<file path="src/pkg/dol_pkg.sv">
// Purpose: Shared constants and types for the deserializer output control
// Assumes: One serial bit per sys_clk cycle, 12-bit embedded-clock frames
// Notes:   Register offsets are byte addresses on the plain register port

package dol_pkg;

  // ----------------------------------------------------------------------
  // Frame layout
  // ----------------------------------------------------------------------
  localparam int FRAME_BITS       = 12;
  localparam int WORD_BITS        = 10;
  localparam int LOCK_LOSS_FRAMES = 4;
  localparam int LOCK_GAIN_FRAMES = 4;

  // ----------------------------------------------------------------------
  // Register map
  // ----------------------------------------------------------------------
  localparam int          ADDR_W          = 8;
  localparam int          DATA_W          = 32;
  localparam logic [7:0]  ADDR_CTRL       = 8'h00;
  localparam logic [7:0]  ADDR_STATE      = 8'h04;
  localparam logic [7:0]  ADDR_IRQ_STATUS = 8'h08;
  localparam logic [7:0]  ADDR_IRQ_MASK   = 8'h0C;
  localparam logic [7:0]  ADDR_LAST_WORD  = 8'h10;
  localparam logic [31:0] RDATA_NONE      = 32'h0000_0000;

  // CTRL fields
  localparam int CTRL_RELOCK = 0;

  // STATE fields
  localparam int STATE_LOCKED = 0;
  localparam int STATE_ENABLE = 1;
  localparam int STATE_POWER  = 2;
  localparam int STATE_EDGE   = 3;

  // Interrupt bits
  localparam int          IRQ_BITS   = 3;
  localparam logic [2:0]  MASK_RESET = 3'h0;

  // ----------------------------------------------------------------------
  // Types
  // ----------------------------------------------------------------------
  typedef struct packed {
    logic [1:0] ctrl;
    logic [7:0] data;
  } dol_word_t;

  typedef struct packed {
    logic frame_err;
    logic lock_lost;
    logic lock_gained;
  } dol_events_t;

  typedef enum logic [1:0] {
    DOL_HUNT   = 2'b01,
    DOL_LOCKED = 2'b10
  } dol_state_t;

endpackage : dol_pkg

</file>
<file path="src/rtl/dol_deser_ctrl.sv">
// Purpose: Lock detection, recovered strobe and output enables of a
//          10-bit embedded-clock deserializer
// Assumes: serial_in_pos/neg synchronous to sys_clk, one bit per cycle
// Notes:   Frame is start 1, ten data bits MSB first, stop 0
//
// Decided for this implementation: the placing of the registers and strobed register access.

`timescale 1ns/1ns

module dol_deser_ctrl #(
  parameter int FRAME_BITS       = dol_pkg::FRAME_BITS,
  parameter int LOCK_LOSS_FRAMES = dol_pkg::LOCK_LOSS_FRAMES,
  parameter int LOCK_GAIN_FRAMES = dol_pkg::LOCK_GAIN_FRAMES
) (
  input  wire logic                         sys_clk,
  input  wire logic                         resetn,
  input  wire logic                         serial_in_pos,
  input  wire logic                         serial_in_neg,
  input  wire logic                         power_down_n,
  input  wire logic                         out_enable,
  input  wire logic                         strobe_rising,
  input  wire logic [dol_pkg::ADDR_W-1:0]   reg_addr,
  input  wire logic [dol_pkg::DATA_W-1:0]   reg_wdata,
  input  wire logic                         reg_wr,
  input  wire logic                         reg_rd,
  output logic      [dol_pkg::DATA_W-1:0]   reg_rdata,
  output logic                              irq,
  output dol_pkg::dol_word_t                parallel_word_out,
  output logic                              parallel_word_oe,
  output logic                              recovered_clock,
  output logic                              recovered_clock_oe,
  output logic                              lock_n,
  output logic                              lock_oe
);

  // ----------------------------------------------------------------------
  // Local constants
  // ----------------------------------------------------------------------
  localparam int CNT_W = $clog2(FRAME_BITS);
  localparam int GOOD_W = $clog2(LOCK_GAIN_FRAMES + 1);
  localparam int BAD_W = $clog2(LOCK_LOSS_FRAMES + 1);
  localparam logic [CNT_W-1:0] BIT_FIRST = '0;
  localparam logic [CNT_W-1:0] BIT_SLIP = CNT_W'(1);
  localparam logic [CNT_W-1:0] BIT_LAST = CNT_W'(FRAME_BITS - 1);
  localparam logic [CNT_W-1:0] BIT_HALF = CNT_W'(FRAME_BITS / 2);
  localparam logic [GOOD_W-1:0] GOOD_DONE = GOOD_W'(LOCK_GAIN_FRAMES - 1);
  localparam logic [BAD_W-1:0] BAD_DONE = BAD_W'(LOCK_LOSS_FRAMES - 1);
  localparam logic [GOOD_W-1:0] GOOD_ONE = GOOD_W'(1);
  localparam logic [BAD_W-1:0] BAD_ONE = BAD_W'(1);

  // ----------------------------------------------------------------------
  // Declarations
  // ----------------------------------------------------------------------
  dol_pkg::dol_state_t              state;
  dol_pkg::dol_state_t              next_state;
  dol_pkg::dol_word_t               captured;
  dol_pkg::dol_events_t             events;
  logic [FRAME_BITS-1:0]            frame_sr;
  logic [FRAME_BITS-1:0]            next_sr;
  logic [CNT_W-1:0]                 bit_cnt;
  logic [GOOD_W-1:0]                good_cnt;
  logic [BAD_W-1:0]                 bad_cnt;
  logic                             bit_err;
  logic                             serial_bit;
  logic                             serial_bad;
  logic                             frame_end;
  logic                             frame_ok;
  logic                             locked;
  logic                             relock_req;
  logic                             strobe_now;
  logic [dol_pkg::IRQ_BITS-1:0]     irq_status;
  logic [dol_pkg::IRQ_BITS-1:0]     irq_mask;
  logic [dol_pkg::IRQ_BITS-1:0]     irq_clear;
  logic [dol_pkg::DATA_W-1:0]       next_rdata;

  // ----------------------------------------------------------------------
  // Serial framing
  // ----------------------------------------------------------------------
  // Equal legs mean no valid differential level; such a bit spoils its frame
  assign serial_bit = serial_in_pos;
  assign serial_bad = (serial_in_pos == serial_in_neg);
  assign next_sr = {frame_sr[FRAME_BITS-2:0], serial_bit};
  assign frame_end = (bit_cnt == BIT_LAST);
  // Embedded clock edge: start bit high, stop bit low
  assign frame_ok = next_sr[FRAME_BITS-1] & ~next_sr[0] & ~bit_err
                    & ~serial_bad;
  assign locked = (state == dol_pkg::DOL_LOCKED);
  assign relock_req = reg_wr & (reg_addr == dol_pkg::ADDR_CTRL)
                      & reg_wdata[dol_pkg::CTRL_RELOCK];

  always_ff @(posedge sys_clk or negedge resetn) begin
    if (!resetn) begin
      frame_sr <= '0;
    end else if (!power_down_n) begin
      frame_sr <= '0;
    end else begin
      frame_sr <= next_sr;
    end
  end

  always_ff @(posedge sys_clk or negedge resetn) begin
    if (!resetn) begin
      bit_err <= 1'b0;
    end else if (!power_down_n || frame_end) begin
      bit_err <= 1'b0;
    end else if (serial_bad) begin
      bit_err <= 1'b1;
    end
  end

  // Slipping one bit per frame failed while hunting walks the window onto the
  // embedded edge; cheaper than a parallel search over all phases
  always_ff @(posedge sys_clk or negedge resetn) begin
    if (!resetn) begin
      bit_cnt <= BIT_FIRST;
    end else if (!power_down_n) begin
      bit_cnt <= BIT_FIRST;
    end else if (frame_end) begin
      if (!locked && !frame_ok) begin
        bit_cnt <= BIT_SLIP;
      end else begin
        bit_cnt <= BIT_FIRST;
      end
    end else begin
      bit_cnt <= bit_cnt + BIT_SLIP;
    end
  end

  // ----------------------------------------------------------------------
  // Lock state machine
  // ----------------------------------------------------------------------
  always_comb begin
    next_state = state;
    case (state)
      dol_pkg::DOL_HUNT: begin
        if (frame_end && frame_ok && good_cnt == GOOD_DONE) begin
          next_state = dol_pkg::DOL_LOCKED;
        end
      end
      dol_pkg::DOL_LOCKED: begin
        if (relock_req) begin
          next_state = dol_pkg::DOL_HUNT;
        end else if (frame_end && !frame_ok && bad_cnt == BAD_DONE) begin
          next_state = dol_pkg::DOL_HUNT;
        end
      end
      default: begin
        next_state = dol_pkg::DOL_HUNT;
      end
    endcase
  end

  always_ff @(posedge sys_clk or negedge resetn) begin
    if (!resetn) begin
      state <= dol_pkg::DOL_HUNT;
    end else if (!power_down_n) begin
      state <= dol_pkg::DOL_HUNT;
    end else begin
      state <= next_state;
    end
  end

  always_ff @(posedge sys_clk or negedge resetn) begin
    if (!resetn) begin
      good_cnt <= '0;
    end else if (!power_down_n || locked) begin
      good_cnt <= '0;
    end else if (frame_end) begin
      if (frame_ok) begin
        good_cnt <= good_cnt + GOOD_ONE;
      end else begin
        good_cnt <= '0;
      end
    end
  end

  always_ff @(posedge sys_clk or negedge resetn) begin
    if (!resetn) begin
      bad_cnt <= '0;
    end else if (!power_down_n || !locked) begin
      bad_cnt <= '0;
    end else if (frame_end) begin
      if (frame_ok) begin
        bad_cnt <= '0;
      end else begin
        bad_cnt <= bad_cnt + BAD_ONE;
      end
    end
  end

  // ----------------------------------------------------------------------
  // Word capture and strobe
  // ----------------------------------------------------------------------
  // Words arriving while loss is still being confirmed are passed on;
  // up to three of them ahead of lock_n rising may be corrupt
  always_ff @(posedge sys_clk or negedge resetn) begin
    if (!resetn) begin
      captured <= '0;
    end else if (frame_end && locked) begin
      captured <= next_sr[FRAME_BITS-2:1];
    end
  end

  // Data changes half a word away from the selected strobe edge
  assign strobe_now = strobe_rising ? (bit_cnt == BIT_HALF)
                                    : (bit_cnt == BIT_FIRST);

  always_ff @(posedge sys_clk or negedge resetn) begin
    if (!resetn) begin
      parallel_word_out <= '0;
    end else if (locked && strobe_now) begin
      parallel_word_out <= captured;
    end
  end

  always_ff @(posedge sys_clk or negedge resetn) begin
    if (!resetn) begin
      recovered_clock <= 1'b0;
    end else begin
      recovered_clock <= locked & (bit_cnt < BIT_HALF);
    end
  end

  // ----------------------------------------------------------------------
  // Pin drivers
  // ----------------------------------------------------------------------
  assign lock_n = ~locked;
  assign lock_oe = power_down_n;
  assign parallel_word_oe = power_down_n & out_enable & locked;
  assign recovered_clock_oe = power_down_n & out_enable & locked;

  // ----------------------------------------------------------------------
  // Events and interrupt
  // ----------------------------------------------------------------------
  // Power down overrides the lock decision, so no gain may be flagged then
  assign events.lock_gained = (state == dol_pkg::DOL_HUNT)
                              & (next_state == dol_pkg::DOL_LOCKED)
                              & power_down_n;
  assign events.lock_lost = locked & (next_state == dol_pkg::DOL_HUNT)
                            & power_down_n;
  assign events.frame_err = frame_end & locked & ~frame_ok & power_down_n;
  assign irq_clear = (reg_wr && reg_addr == dol_pkg::ADDR_IRQ_STATUS)
                     ? reg_wdata[dol_pkg::IRQ_BITS-1:0] : '0;

  // Set wins over a clear in the same cycle
  always_ff @(posedge sys_clk or negedge resetn) begin
    if (!resetn) begin
      irq_status <= '0;
    end else begin
      irq_status <= (irq_status & ~irq_clear) | events;
    end
  end

  always_ff @(posedge sys_clk or negedge resetn) begin
    if (!resetn) begin
      irq_mask <= dol_pkg::MASK_RESET;
    end else if (reg_wr && reg_addr == dol_pkg::ADDR_IRQ_MASK) begin
      irq_mask <= reg_wdata[dol_pkg::IRQ_BITS-1:0];
    end
  end

  assign irq = |(irq_status & irq_mask);

  // ----------------------------------------------------------------------
  // Register read
  // ----------------------------------------------------------------------
  always_comb begin
    next_rdata = dol_pkg::RDATA_NONE;
    if (reg_addr == dol_pkg::ADDR_STATE) begin
      next_rdata[dol_pkg::STATE_LOCKED] = locked;
      next_rdata[dol_pkg::STATE_ENABLE] = out_enable;
      next_rdata[dol_pkg::STATE_POWER] = power_down_n;
      next_rdata[dol_pkg::STATE_EDGE] = strobe_rising;
    end else if (reg_addr == dol_pkg::ADDR_IRQ_STATUS) begin
      next_rdata[dol_pkg::IRQ_BITS-1:0] = irq_status;
    end else if (reg_addr == dol_pkg::ADDR_IRQ_MASK) begin
      next_rdata[dol_pkg::IRQ_BITS-1:0] = irq_mask;
    end else if (reg_addr == dol_pkg::ADDR_LAST_WORD) begin
      next_rdata[dol_pkg::WORD_BITS-1:0] = captured;
    end
  end

  always_ff @(posedge sys_clk or negedge resetn) begin
    if (!resetn) begin
      reg_rdata <= dol_pkg::RDATA_NONE;
    end else if (reg_rd) begin
      reg_rdata <= next_rdata;
    end else begin
      reg_rdata <= dol_pkg::RDATA_NONE;
    end
  end

endmodule : dol_deser_ctrl

</file>
<file path="config.mk">
export PLATFORM = sky130hd
export DESIGN_NAME = dol_deser_ctrl
export DESIGN_NICKNAME = d
export VERILOG_FILES = /design/src/pkg/dol_pkg.sv /design/src/rtl/dol_deser_ctrl.sv
export SDC_FILE = /design/constraint.sdc
export NUM_CORES = 1
export LEC_CHECK = 0
export BUFFER_PORTS_ARGS = -buffer_cell sky130_fd_sc_hd__buf_2
export CAP_MARGIN = 20
export CORE_MARGIN = 2
export CORE_UTILIZATION = 30
export DETAILED_ROUTE_END_ITERATION = 8
export PLACE_DENSITY = 0.49
export SLEW_MARGIN = 20
export SYNTH_ARGS = -nofsm -noshare
export SYNTH_HDL_FRONTEND = slang
export SYNTH_SLANG_ARGS = --single-unit
</file>
<file path="constraint.sdc">
create_clock -name sys_clk -period 4.6 [get_ports sys_clk]
set_input_delay 0.23 -clock sys_clk [delete_from_list [all_inputs] [get_ports sys_clk]]
set_output_delay 0.23 -clock sys_clk [all_outputs]
set_load 0.1 [all_outputs]
</file>
Word level (Yosys, flattened, before mapping)
Index checks and enable logic that the tools add are counted.

cells by class
  $lt $le $gt $ge = 1
  eq/ne operators = 13
  shift-type cells = 0
  divide/modulo/power cells = 0
  multipliers = 0
  muxes and demuxes = 27
  add/sub/neg operators = 3
  reduce and logical (&&, ||, !) cells = 21
  bitwise gates (word level) = 24

operator list
  kind                 count
  $mux 3               9
  $mux 10              2
  $eq 8x4->1 const B   2
  $and 1x1->1          15
  $mux 7               2
  $mux 4               3
  $mux 11              1
  $logic_and 1x1->1    9
  $eq 8x3->1 const B   1
  $eq 8x5->1 const B   1
  $logic_not 8->1      1
  $mux 2               4
  $add 3x1->3 const B  2
  $and 3x3->3          2
  $eq 3x2->1 const B   2
  $mux 6               1
  $reduce_bool 2->1    3
  $not 1->1            5
  $add 4x1->4 const B  1
  $eq 2x1->1 const B   2
  $eq 2x2->1 const B   2
  $eq 4x3->1 const B   1
  $eq 4x4->1 const B   1
  $logic_not 4->1      1
  9 further kinds      16

storage, ports and cells
  bits in latches = 0
  word-level logic and storage cells = 103
  flip-flop bits (word level) = 83
  bits in read-only memories = 0
  output and inout port bits = 48
  bits of input ports = 49
  memories kept = 0
  bits in writable memories = 0

Logic depth before layout (Yosys ltp)
Gate-level depths: netlist (run 1).

  word-level depth = 14
  gate-level depth with buffers = 7

Least setup slack after synthesis (run 1)
No wires, ideal clock.

  kind = register -> output
  start = register state[0]
  end = output port recovered_clock_oe
  stages on the path, launching flop included = 6
  data arrival time = 2.100 ns
  path slack = 2.270 ns
  path through = dfstp_2 -> inv_1 -> ha_1 -> clkbuf_1 -> and3_1 -> buf_4

on the way
  word-level cells in the longest chain between the ends = 2

RTL lines
  element                   RTL line               source
  start: declaration        dol_deser_ctrl.sv:54   dol_pkg::dol_state_t state;
  start signal: assignment  dol_deser_ctrl.sv:155  state <= dol_pkg::DOL_HUNT;
  start signal: assignment  dol_deser_ctrl.sv:157  state <= dol_pkg::DOL_HUNT;
  start signal: assignment  dol_deser_ctrl.sv:159  state <= next_state;
  $eq 2x2->1                dol_deser_ctrl.sv:87   assign locked = (state == dol_pkg::DOL_LOCKED);
  $and 1x1->1               --
  end: declaration          dol_deser_ctrl.sv:31   output logic recovered_clock_oe,

No other way between the ends.

Final worst setup path (run 1)
  start = register state[1]
  end = output port parallel_word_oe

on the way
  word-level cells in the longest chain between the ends = 2

RTL lines
  element           RTL line               source
  $eq 2x2->1        dol_deser_ctrl.sv:87
  $and 1x1->1       dol_deser_ctrl.sv:229  assign parallel_word_oe = power_down_n & out_enable & locked;
  end: declaration  dol_deser_ctrl.sv:29   output logic parallel_word_oe,

No other way between the ends.

==> results of run 1 <==
synthesized netlist by cell type, types with 2 or more instances:
cell / number / area, sq um
and2_1: 19 / 118.9
nand3_1: 4 / 20.02
a2bb2oi_1: 3 / 26.28
dfrtp_1: 60 / 1501
ha_1: 9 / 112.6
xnor2_1: 2 / 17.52
inv_1: 11 / 41.29
o21ai_0: 3 / 15.01
nand4_1: 2 / 12.51
mux2_2: 23 / 259.0
nor2_1: 14 / 52.55
nor2b_1: 3 / 18.77
nand2_1: 16 / 60.06
clkbuf_1: 6 / 22.52
nand2b_1: 3 / 18.77
buf_4: 24 / 180.2
nor3_1: 9 / 45.04
a21oi_1: 10 / 50.05
buf_2: 2 / 10.01
a31oi_1: 2 / 12.51
and3_1: 3 / 18.77
nor3b_1: 2 / 15.01
a21o_1: 3 / 22.52
o2bb2ai_1: 2 / 17.52
or3_1: 3 / 18.77
state kept, by name (all words and copies together) (netlist names):
register	count
state	2
bad_cnt	3
parallel_word_out	10
bit_err	1
bit_cnt	4
captured	10
irq_status	3
good_cnt	3
irq_mask	3
frame_sr	11
recovered_clock	1
reg_rdata	10
how the worst max path moves through the flow:
stage	start	to	slack (ns)
2_1_floorplan	state[0]	recovered_clock_oe	2.27
3_3_place_gp	state[1]	parallel_word_out[0]	2.44
3_5_place_dp	state[1]	parallel_word_out[4]	2.50
4_1_cts	state[1]	parallel_word_out[4]	2.43
5_1_grt	state[1]	parallel_word_out[1]	2.32
6_report	state[1]	parallel_word_oe	2.49
power by group through the flow:
stage | Combinational [W] | Clock [W] | Sequential, W
floorplan | 0.000120 | 0 | 0.000556
global placement | 0.000132 | 0 | 0.000557
detailed placement | 0.000133 | 0 | 0.000557
CTS | 0.000133 | 0.000509 | 0.000547
global route | 0.000140 | 0.000536 | 0.000548
finish | 0.000132 | 0.000491 | 0.000547
layout make-up:
cell class              count  area (sq um)
clock buffers               9         123.9
clock inverters             7         82.58
fillers                   967          5933
inverters                  11         41.29
multi-input cells         174          1174
flip-flops and latches     61          1528
well taps                 129         161.4
repair buffers             47         240.2
cell families after synthesis:
| family | Yosys count | synth area share [%] |
|---|---|---|
| buffers and inverters | 43 | 8.830 |
| XOR/XNOR | 2 | 0.6091 |
| AND/OR/NAND/NOR | 86 | 16.57 |
| other | 1 | 0.1304 |
| flip-flops | 61 | 53.11 |
| adder cells (fa/ha/maj) | 9 | 3.915 |
| AO/OA/AOI/OAI | 31 | 7.482 |
| multiplexers | 24 | 9.352 |
layout by cell type, fill, tap and decap left out, drive strengths merged, types with 4 or more instances in the layout:
master   n
or3      4
buf     47
conb    22
nor2    14
clkbuf   9
dfrtp   60
ha       9
nand2   16
and2    19
inv     14
mux2    23
nand3    4
nor3     9
a21oi   11
per-layer routing:
layer	share of wire [%]	wire, um	vias up
li1	-	-	933
met1	51	2944	915
met5	0	0	-
met3	3.4	193	4
met2	44	2555	46
met4	0.85	49	0
through the flow:
stage | area [sq um] | util [%] | setup WS, ns
3_3_place_gp | 3144 | 33.87 | 2.440
2_1_floorplan | 2955 | - | 2.270
4_1_cts | 3351 | 36.09 | 2.429
6_report | 3351 | 36.09 | 2.487
5_1_grt | 3351 | 36.09 | 2.320
3_5_place_dp | 3144 | 33.87 | 2.498
worst max-delay path: stages (launching register included):
cell     delay, ns
dfrtp_1       0.42
ha_1          0.43
and3_1        0.25
buf_2         0.44
==> Flow_metrics.wiki, run 1 <==
{| class="wikitable"
! Metric !! Value
|-
| Run status || complete, no violations
|-
| Last weighted congestion value of the routability-driven placer || 0.7313
|-
| Number of warnings issued by yosys || 0
|-
| Number of I/O port buffers || 45
|-
| Post-synthesis area per instance || 11.19 sq um
|-
| Signed area change from the synthesized netlist to the final layout || 16.49%
|-
| Post-Layout Cell Count || 438
|-
| Number of sinks on the clock net || 61
|-
| Setup TNS after final layout || 0 ns
|-
| Net switching share of the total power || 29.93%
|-
| Fraction of final layout cells sized beyond drive strength 1 || 29.77%
|-
| Wire length per cell || 13.11 um
|-
| Part of the total power dissipated in the clock network || 42.0%
|-
| R2R cell count || 4
|-
| WS Path Type || reg2out
|-
| Post-cts repair resize count || 0
|-
| Routed wire length || 5742 um
|-
| Total global routing track utilization || 11.86%
|-
| CTS Buffer Depth || 2
|-
| Count of pins over their slew limit || 0
|-
| Commonest register cell after synthesis || dfrtp_1
|-
| Arrival time reported for the critical path endpoint || 1.88 ns
|-
| Count of buffers added by post-CTS timing repair for setup || 0
|-
| Setup clock skew after layout || 0.008174 ns
|-
| Internal || 0.0008191 W
|-
| Htree depth || 3
|-
| Ports placed on the boundary || 97
|-
| Later-pin clock latency in the skew report || 0.33 ns
|-
| Portion of the post-synthesis area used by sequential elements || 53.11%
|-
| Critical R2R Launch || state[1]
|-
| Fraction of power consumed by sequential logic || 46.8%
|-
| Final-layout worst hold slack || 0.05620 ns
|-
| ANT cells || 0
|-
| Static Leak || 1.733 nW
|-
| Worst reg-to-reg setup slack || 2.53 ns
|-
| CTS buffer count || 9
|-
| Met2 global-route usage || 17.41%
|-
| Count of nets left with antenna violations after detail routing || 0
|-
| Element type at the critical path end || primary output
|-
| Setup-failing EPs final || 0
|-
| First-iteration detailed-routing DRC count || 61
|-
| Peak supply drop || 0.1310 mV
|-
| Final #Nets || 362
|-
| Maximum number of pins on one net before global-route repair || 62
|-
| Global-route wire length before repair || 9301 um
|-
| Tightest Pin Transition || 0.7686 ns
|-
| Vias per inst || 4.333
|-
| Root buf cell || clkbuf_8
|-
| Gate count after technology mapping || 257
|-
| Final hold viol count || 0
|-
| Vias in the first global route || 1,809
|-
| Max-Slew Margin vs Limit || 48.76%
|-
| Met1 routing resource usage after global routing || 17.05%
|-
| Power per standard cell area || 348.9 mW/mm^2
|-
| Biggest fanout along the worst timing path || 11
|-
| Post-synthesis async set-or-reset flop share || 100.0%
|-
| Sw Pwr || 0.0003499 W
|-
| Post-synth cell types || 44
|-
| Number of enable flip-flop cells after synthesis || 0
|-
| Initial antenna violation count || 0
|-
| Number of max-cap violations || 0
|-
| Met3 track utilization from global routing || 3.283%
|-
| Synth Register Bits || 61
|-
| Number of vias in the routed layout || 1,898
|-
| Detailed placer's ending HPWL || 4104 um
|-
| CTS tree || done
|-
| Placed cell count || 422
|-
| Post-route clock period utilization || 45.93%
|-
| Effective utilization at floorplan || 30.98%
|-
| Number of buffers added to fix hold violations after cts || 0
|-
| HP Class || in2async
|-
| Summed instance area of the synthesized netlist || 0.002877 sq mm
|-
| Global route overflow || 0
|-
| Reg-to-reg endpoint || parallel_word_out[4]
|-
| Final worst path period need || 2.113 ns
|-
| Launching element type of the critical path || flip-flop
|-
| Number of optimization iterations in the first detailed-route pass || 4
|-
| Setup repair after global routing missed its margin || no
|-
| Max Clk Rate || 473.3 MHz
|-
| Die footprint || 0.01039 sq mm
|-
| Total power draw || 0.001169 W
|-
| Y dimension of the die || 101.9 um
|-
| Placement row count || 35
|-
| Power share of the combinational group || 11.3%
|-
| Worst Path Required || 4.37 ns
|-
| Post-detailed-route DRC marker count || 0
|-
| Core Area || 0.009284 sq mm
|-
| Clock slew seen by the registers of the worst setup and hold paths || 0.07 ns
|-
| Overall die width || 101.9 um
|-
| Global-route layer with the greatest usage || met2
|}
(Power assumes the default switching activity.)
==> run 2, diff against run 1 <==
==> constraint.sdc (replaced) <==
create_clock -name sys_clk -period 2 [get_ports sys_clk]
set_input_delay 0.1 -clock sys_clk [delete_from_list [all_inputs] [get_ports sys_clk]]
set_output_delay 0.1 -clock sys_clk [all_outputs]
set_load 0.1 [all_outputs]
==> run 2 against run 1 <==
Hold slack worse by 0.032 ns. Total power up 130%. Core utilization up 0.97 points. Clock skew about the same. Critical path type unchanged. Die area unchanged. Count of clock-buffer cells in the layout up 2. Non-clock buffer count up 9. Cell area up 2.7%. Clock power up 130%. Final cell count up 2.1%. Via count up 1.8%.
==> Flow_metrics.wiki, run 2 (synthesis results as in run 1) <==
{| class="wikitable"
! Metric !! Value
|-
| Final #Nets || 371
|-
| CTS tree || done
|-
| Signed area change from the synthesized netlist to the final layout || 19.62%
|-
| Placement row count || 35
|-
| WHS Endpoint || irq_mask[1]
|-
| Total global routing track utilization || 11.50%
|-
| Ports placed on the boundary || 97
|-
| Final-layout worst hold slack || 0.02429 ns
|-
| Element type at the critical path end || primary output
|-
| Y dimension of the die || 101.9 um
|-
| Overall die width || 101.9 um
|-
| Max Clk Rate || 528.7 MHz
|-
| Maximum number of pins on one net before global-route repair || 42
|-
| Core Area || 0.009284 sq mm
|-
| ANT cells || 0
|-
| Critical path buffer and inverter count || 2
|-
| Worst Path Required || 1.90 ns
|-
| Max-Slew Margin vs Limit || 63.72%
|-
| Setup-failing EPs final || 0
|-
| Power per standard cell area || 783.2 mW/mm^2
|-
| Htree depth || 3
|-
| Die footprint || 0.01039 sq mm
|-
| Post-Layout Cell Count || 447
|-
| Peak supply drop || 0.2462 mV
|-
| CTS buffer count || 9
|-
| Reg-to-reg endpoint || irq_status[0]
|-
| Kind of cell with the highest combined delay on the critical path || flip-flops
|-
| Final hold viol count || 0
|-
| Cell with the largest stage delay on the worst path || dfstp_2
|-
| Initial antenna violation count || 0
|-
| Vias per inst || 4.322
|-
| Delay contributed by the slowest stage of the critical path || 0.57 ns
|-
| Cell Area, Placed || 0.003218 sq mm
|-
| Cell depth of the worst hold path || 2
|-
| Count of nets left with antenna violations after detail routing || 0
|-
| Number of vias in the routed layout || 1,932
|-
| Commonest cells after routing, fill and taps aside || dfrtp_1, buf_2, mux2_2, conb_1, and2_1
|-
| Final worst path period need || 1.891 ns
|-
| Global-route wire length before repair || 9156 um
|-
| Critical path cell sequence || inv_1, ha_1, and3_2, buf_2
|-
| Placed cell count || 430
|-
| HP Class || in2reg
|-
| Setup clock skew after layout || 0.008420 ns
|-
| Critical R2R Launch || bit_cnt[0]
|-
| Number of optimization iterations in the first detailed-route pass || 6
|-
| Global route overflow || 0
|-
| Count of pins over their slew limit || 0
|-
| Last weighted congestion value of the routability-driven placer || 0.7247
|-
| Routed wire length || 5632 um
|-
| Biggest fanout along the worst timing path || 7
|-
| Later-pin clock latency in the skew report || 0.33 ns
|-
| Post-detailed-route DRC marker count || 0
|-
| Wire length per cell || 12.60 um
|-
| Setup repair after global routing missed its margin || no
|-
| Startpoint of the most critical hold path || reg_wdata[1]
|-
| CTS Buffer Depth || 2
|-
| Top reg by flops || frame_sr
|-
| Final Cell Area || 0.003441 sq mm
|-
| Number of I/O port buffers || 45
|-
| Number of sinks on the clock net || 61
|-
| R2R cell count || 5
|-
| Static Leak || 1.785 nW
|-
| Most common cell after layout, fill and taps aside || dfrtp_1
|-
| First-iteration detailed-routing DRC count || 74
|-
| Fraction of final layout cells sized beyond drive strength 1 || 31.76%
|-
| Effective utilization at floorplan || 30.98%
|-
| Post-route clock period utilization || 94.57%
|-
| Arrival time reported for the critical path endpoint || 1.79 ns
|-
| Flip-flop count of the largest register, all copies and words added || 11
|-
| Detailed placer's ending HPWL || 4137 um
|-
| Launching element type of the critical path || flip-flop
|-
| Setup TNS after final layout || 0 ns
|-
| Vias in the first global route || 1,825
|-
| Worst reg-to-reg setup slack || 0.21 ns
|-
| Root buf cell || clkbuf_8
|-
| Tightest Pin Transition || 0.5393 ns
|-
| Count of buffers added by post-CTS timing repair for setup || 0
|-
| Run status || complete, no violations
|-
| WS Path Type || reg2out
|-
| Clock slew seen by the registers of the worst setup and hold paths || 0.07 ns
|-
| Number of max-cap violations || 0
|}
==> run 2: cell types whose count changed in the layout (fill, tap and decap cells not counted) <==
cell           change
and3_1             -1
clkinv_2           +1
buf_2              -1
inv_8              -1
clkbuf_4           +1
dlygate4sd3_1      +1
inv_6              -2
clkbuf_8           +2
buf_12             +1
buf_4              +7
and3_2             +1
==> run 2: layer usage <==
| metal | up-vias | GRT usage, % | wire length, um |
|---|---|---|---|
| met2 | 52 | 16.50 | 2484 |
| met4 | 0 | 5.846 | 84 |
| met1 | 923 | 16.35 | 2818 |
| met5 | - | 0 | 0 |
| met3 | 7 | 2.462 | 245 |
| li1 | 950 | - | - |
==> run 2: worst register-to-register path, stage by stage (launching register included) <==
cell     delay, ns
dfrtp_1       0.40
ha_1          0.26
and3b_1       0.36
nand3_1       0.17
a32o_1        0.31
a22o_1        0.18
==> run 2: final cells by class <==
type / instances / area [sq um]
clock buffers: 11 / 151.4
clock inverters: 5 / 58.81
fillers: 956 / 5843
inverters: 11 / 41.29
multi-input cells: 174 / 1175
flip-flops and latches: 61 / 1528
well taps: 129 / 161.4
repair buffers: 56 / 325.3
==> run 2: power breakdown <==
| group | internal, W | leakage, nW | switching, W | total [W] |
|---|---|---|---|---|
| Clock | 0.000643 | 0.102 | 0.000485 | 0.00113 |
| Sequential | 0.00125 | 0.842 | 0.0000105 | 0.00126 |
| Combinational | 0.0000522 | 0.841 | 0.000258 | 0.000311 |
==> run 2: metrics by stage <==
step | setup WS [ns] | total power, W | util (%)
after floorplan | 0.02598 | 0.001555 | -
after global placement | 0.2185 | 0.001592 | 34.66
after detailed placement | 0.1942 | 0.001592 | 34.66
after CTS | 0.05802 | 0.002734 | 37.04
after global routing | 0.03601 | 0.002821 | 37.06
final | 0.1086 | 0.002695 | 37.06
==> run 2: timing repair <==
action / 4_1_cts / 5_1_grt
endpoints found under the setup margin: 0 / 1
resized for setup: 0 / 1
hold buffers: 1 / 0
endpoints found under the hold margin: 19 / 0
==> run 2: how the worst max path moves through the flow <==
stage / from / endpoint / cells past startpoint
after global routing: bit_cnt[0] / irq_status[1] / 5
after floorplan: state[0] / good_cnt[1] / 6
after detailed placement: bit_cnt[0] / irq_status[0] / 5
after CTS: state[0] / lock_n / 4
after global placement: bit_cnt[0] / irq_status[0] / 5
final: state[0] / recovered_clock_oe / 4
==> run 3, diff against run 2 <==
--- a/config.mk
+++ b/config.mk
@@ -10,6 +10,7 @@
 export CORE_MARGIN = 2
 export CORE_UTILIZATION = 30
 export DETAILED_ROUTE_END_ITERATION = 8
+export GPL_TIMING_DRIVEN = 0
 export PLACE_DENSITY = 0.49
 export SLEW_MARGIN = 20
 export SYNTH_ARGS = -nofsm -noshare
==> run 3 against run 2 <==
Register-to-register slack lost 0.03 ns. Largest power group unchanged. First-iteration DRC count decreased by 8.1%. Clock power is 8% higher. Critical endpoint unchanged. Count of clock-buffer cells in the layout fell by 2.
==> Flow_metrics.wiki, run 3 (synthesis results as in run 1) <==
{| class="wikitable"
! Metric !! Value
|-
| Flip-flop count of the largest register, all copies and words added || 11
|-
| Critical path buffer and inverter count || 4
|-
| Tightest Pin Transition || 0.7676 ns
|-
| Power per standard cell area || 779.5 mW/mm^2
|-
| Commonest cells after routing, fill and taps aside || dfrtp_1, buf_2, buf_4, mux2_2, conb_1
|-
| Number of vias in the routed layout || 2,012
|-
| Biggest fanout along the worst timing path || 10
|-
| Setup clock skew after layout || 0.009634 ns
|-
| Number of sinks on the clock net || 61
|-
| Placed cell count || 450
|-
| Setup-failing EPs final || 0
|-
| Vias in the first global route || 1,916
|-
| Routed wire length || 5702 um
|-
| Final worst path period need || 1.946 ns
|-
| First-iteration detailed-routing DRC count || 68
|-
| Launching element type of the critical path || flip-flop
|-
| Max Clk Rate || 513.9 MHz
|-
| Number of I/O port buffers || 43
|-
| Y dimension of the die || 101.9 um
|-
| Final hold viol count || 0
|-
| Global route overflow || 0
|-
| Placement row count || 35
|-
| Crit path setup slack, layout || 0.05396 ns
|-
| Element type at the critical path end || primary output
|-
| Wire length per cell || 12.18 um
|-
| Number of optimization iterations in the first detailed-route pass || 4
|-
| Initial antenna violation count || 0
|-
| Count of pins over their slew limit || 0
|-
| Htree depth || 3
|-
| Worst Setup Slack post-DPL || -0.04581 ns
|-
| ANT cells || 0
|-
| Total global routing track utilization || 11.29%
|-
| Core Area || 0.009284 sq mm
|-
| Number of max-cap violations || 0
|-
| Delay contributed by the slowest stage of the critical path || 0.56 ns
|-
| HP Class || in2reg
|-
| Run status || complete, no violations
|-
| Peak supply drop || 0.3679 mV
|-
| Post-route clock period utilization || 97.30%
|-
| Cell Area, Placed || 0.003336 sq mm
|-
| Clock slew seen by the registers of the worst setup and hold paths || 0.07 ns
|-
| Final #Nets || 392
|-
| Static Leak || 1.895 nW
|-
| Arrival time reported for the critical path endpoint || 1.85 ns
|-
| Last weighted congestion value of the routability-driven placer || 0.7198
|-
| Most common cell after layout, fill and taps aside || dfrtp_1
|-
| Global-route wire length before repair || 9149 um
|-
| Final Cell Area || 0.003618 sq mm
|-
| Max-Slew Margin vs Limit || 48.83%
|-
| Post-detailed-route DRC marker count || 0
|-
| Signed area change from the synthesized netlist to the final layout || 25.79%
|-
| Detailed placer's ending HPWL || 4047 um
|-
| Overall die width || 101.9 um
|-
| Cell with the largest stage delay on the worst path || dfstp_2
|-
| Fraction of final layout cells sized beyond drive strength 1 || 35.40%
|-
| Vias per inst || 4.299
|-
| Post-Layout Cell Count || 468
|-
| Top reg by flops || frame_sr
|-
| Count of nets left with antenna violations after detail routing || 0
|-
| CTS Buffer Depth || 2
|-
| Maximum number of pins on one net before global-route repair || 62
|-
| Critical path cell sequence || inv_1, ha_1, clkbuf_8, and3_2, buf_4, buf_6
|-
| CTS buffer count || 9
|-
| Root buf cell || clkbuf_8
|-
| Kind of cell with the highest combined delay on the critical path || flip-flops
|-
| Worst Path Required || 1.90 ns
|-
| Effective utilization at floorplan || 30.98%
|-
| Later-pin clock latency in the skew report || 0.33 ns
|-
| CTS tree || done
|-
| Die footprint || 0.01039 sq mm
|-
| Ports placed on the boundary || 97
|-
| WS Path Type || reg2out
|}
run 3: per-layer routing:
metal	vias up	track usage, %	share of wire (%)
met3	13	1.984	4.7
met5	-	0	0
met4	0	6.462	2.2
li1	991	-	-
met2	56	16.65	44
met1	952	15.66	49
run 3: final cells by class:
class | count | area (sq um)
Clock inverter | 7 | 98.84
Clock buffer | 9 | 123.9
Tap cell | 129 | 161.4
Inverter | 11 | 41.29
Fill cell | 955 | 5665
Multi-Input combinational cell | 174 | 1192
Timing Repair Buffer | 46 | 254.0
Buffer | 31 | 219.0
Sequential cell | 61 | 1528
run 3: final timing paths:
kind / end / cells after the start / slack, ns / start
worst max-delay path: recovered_clock_oe / 6 / 0.05 / state[0]
worst min-delay path: irq_mask[2] / 2 / 0.02 / reg_wdata[2]
worst max register to register: parallel_word_out[1] / 4 / 0.18 / bit_cnt[2]
max in group asynchronous: captured[3] / 2 / 1.11 / resetn
min in group asynchronous: parallel_word_out[7] / 2 / 0.37 / resetn
worst min register to register: frame_sr[5] / 1 / 0.49 / frame_sr[4]
run 3: what timing repair did:
action                                  4_1_cts  5_1_grt
gates resized for setup                       9        1
setup buffers                                 0        2
endpoints found under the hold margin        60        0
hold buffers                                  1        0
endpoints found under the setup margin       14        3
run 3: power by group:
| group | switching [W] | internal, W | leakage (nW) |
|---|---|---|---|
| combinational | 0.000265 | 0.0000776 | 0.943 |
| sequential | 0.0000112 | 0.00125 | 0.842 |
| clock | 0.000513 | 0.000707 | 0.110 |
run 3: stage by stage:
step	total power, W	hold slack [ns]	setup TNS, ns	util (%)
after floorplan	0.001555	-0.1956	0	-
after global placement	0.001618	0.3597	-0.5516	35.90
after detailed placement	0.001621	0.2338	-0.4411	35.93
after CTS	0.002858	0.0007525	0	38.76
after global routing	0.002924	0.006551	-0.0005580	38.98
final	0.002820	0.02162	0	38.98
run 3: worst register-to-register path, cell delays in order, from the launching register on:
cell and delay [ns]:
dfrtp_1 0.32, clkbuf_1 0.27, nand3_1 0.14, a21oi_2 0.56, mux2_2 0.42
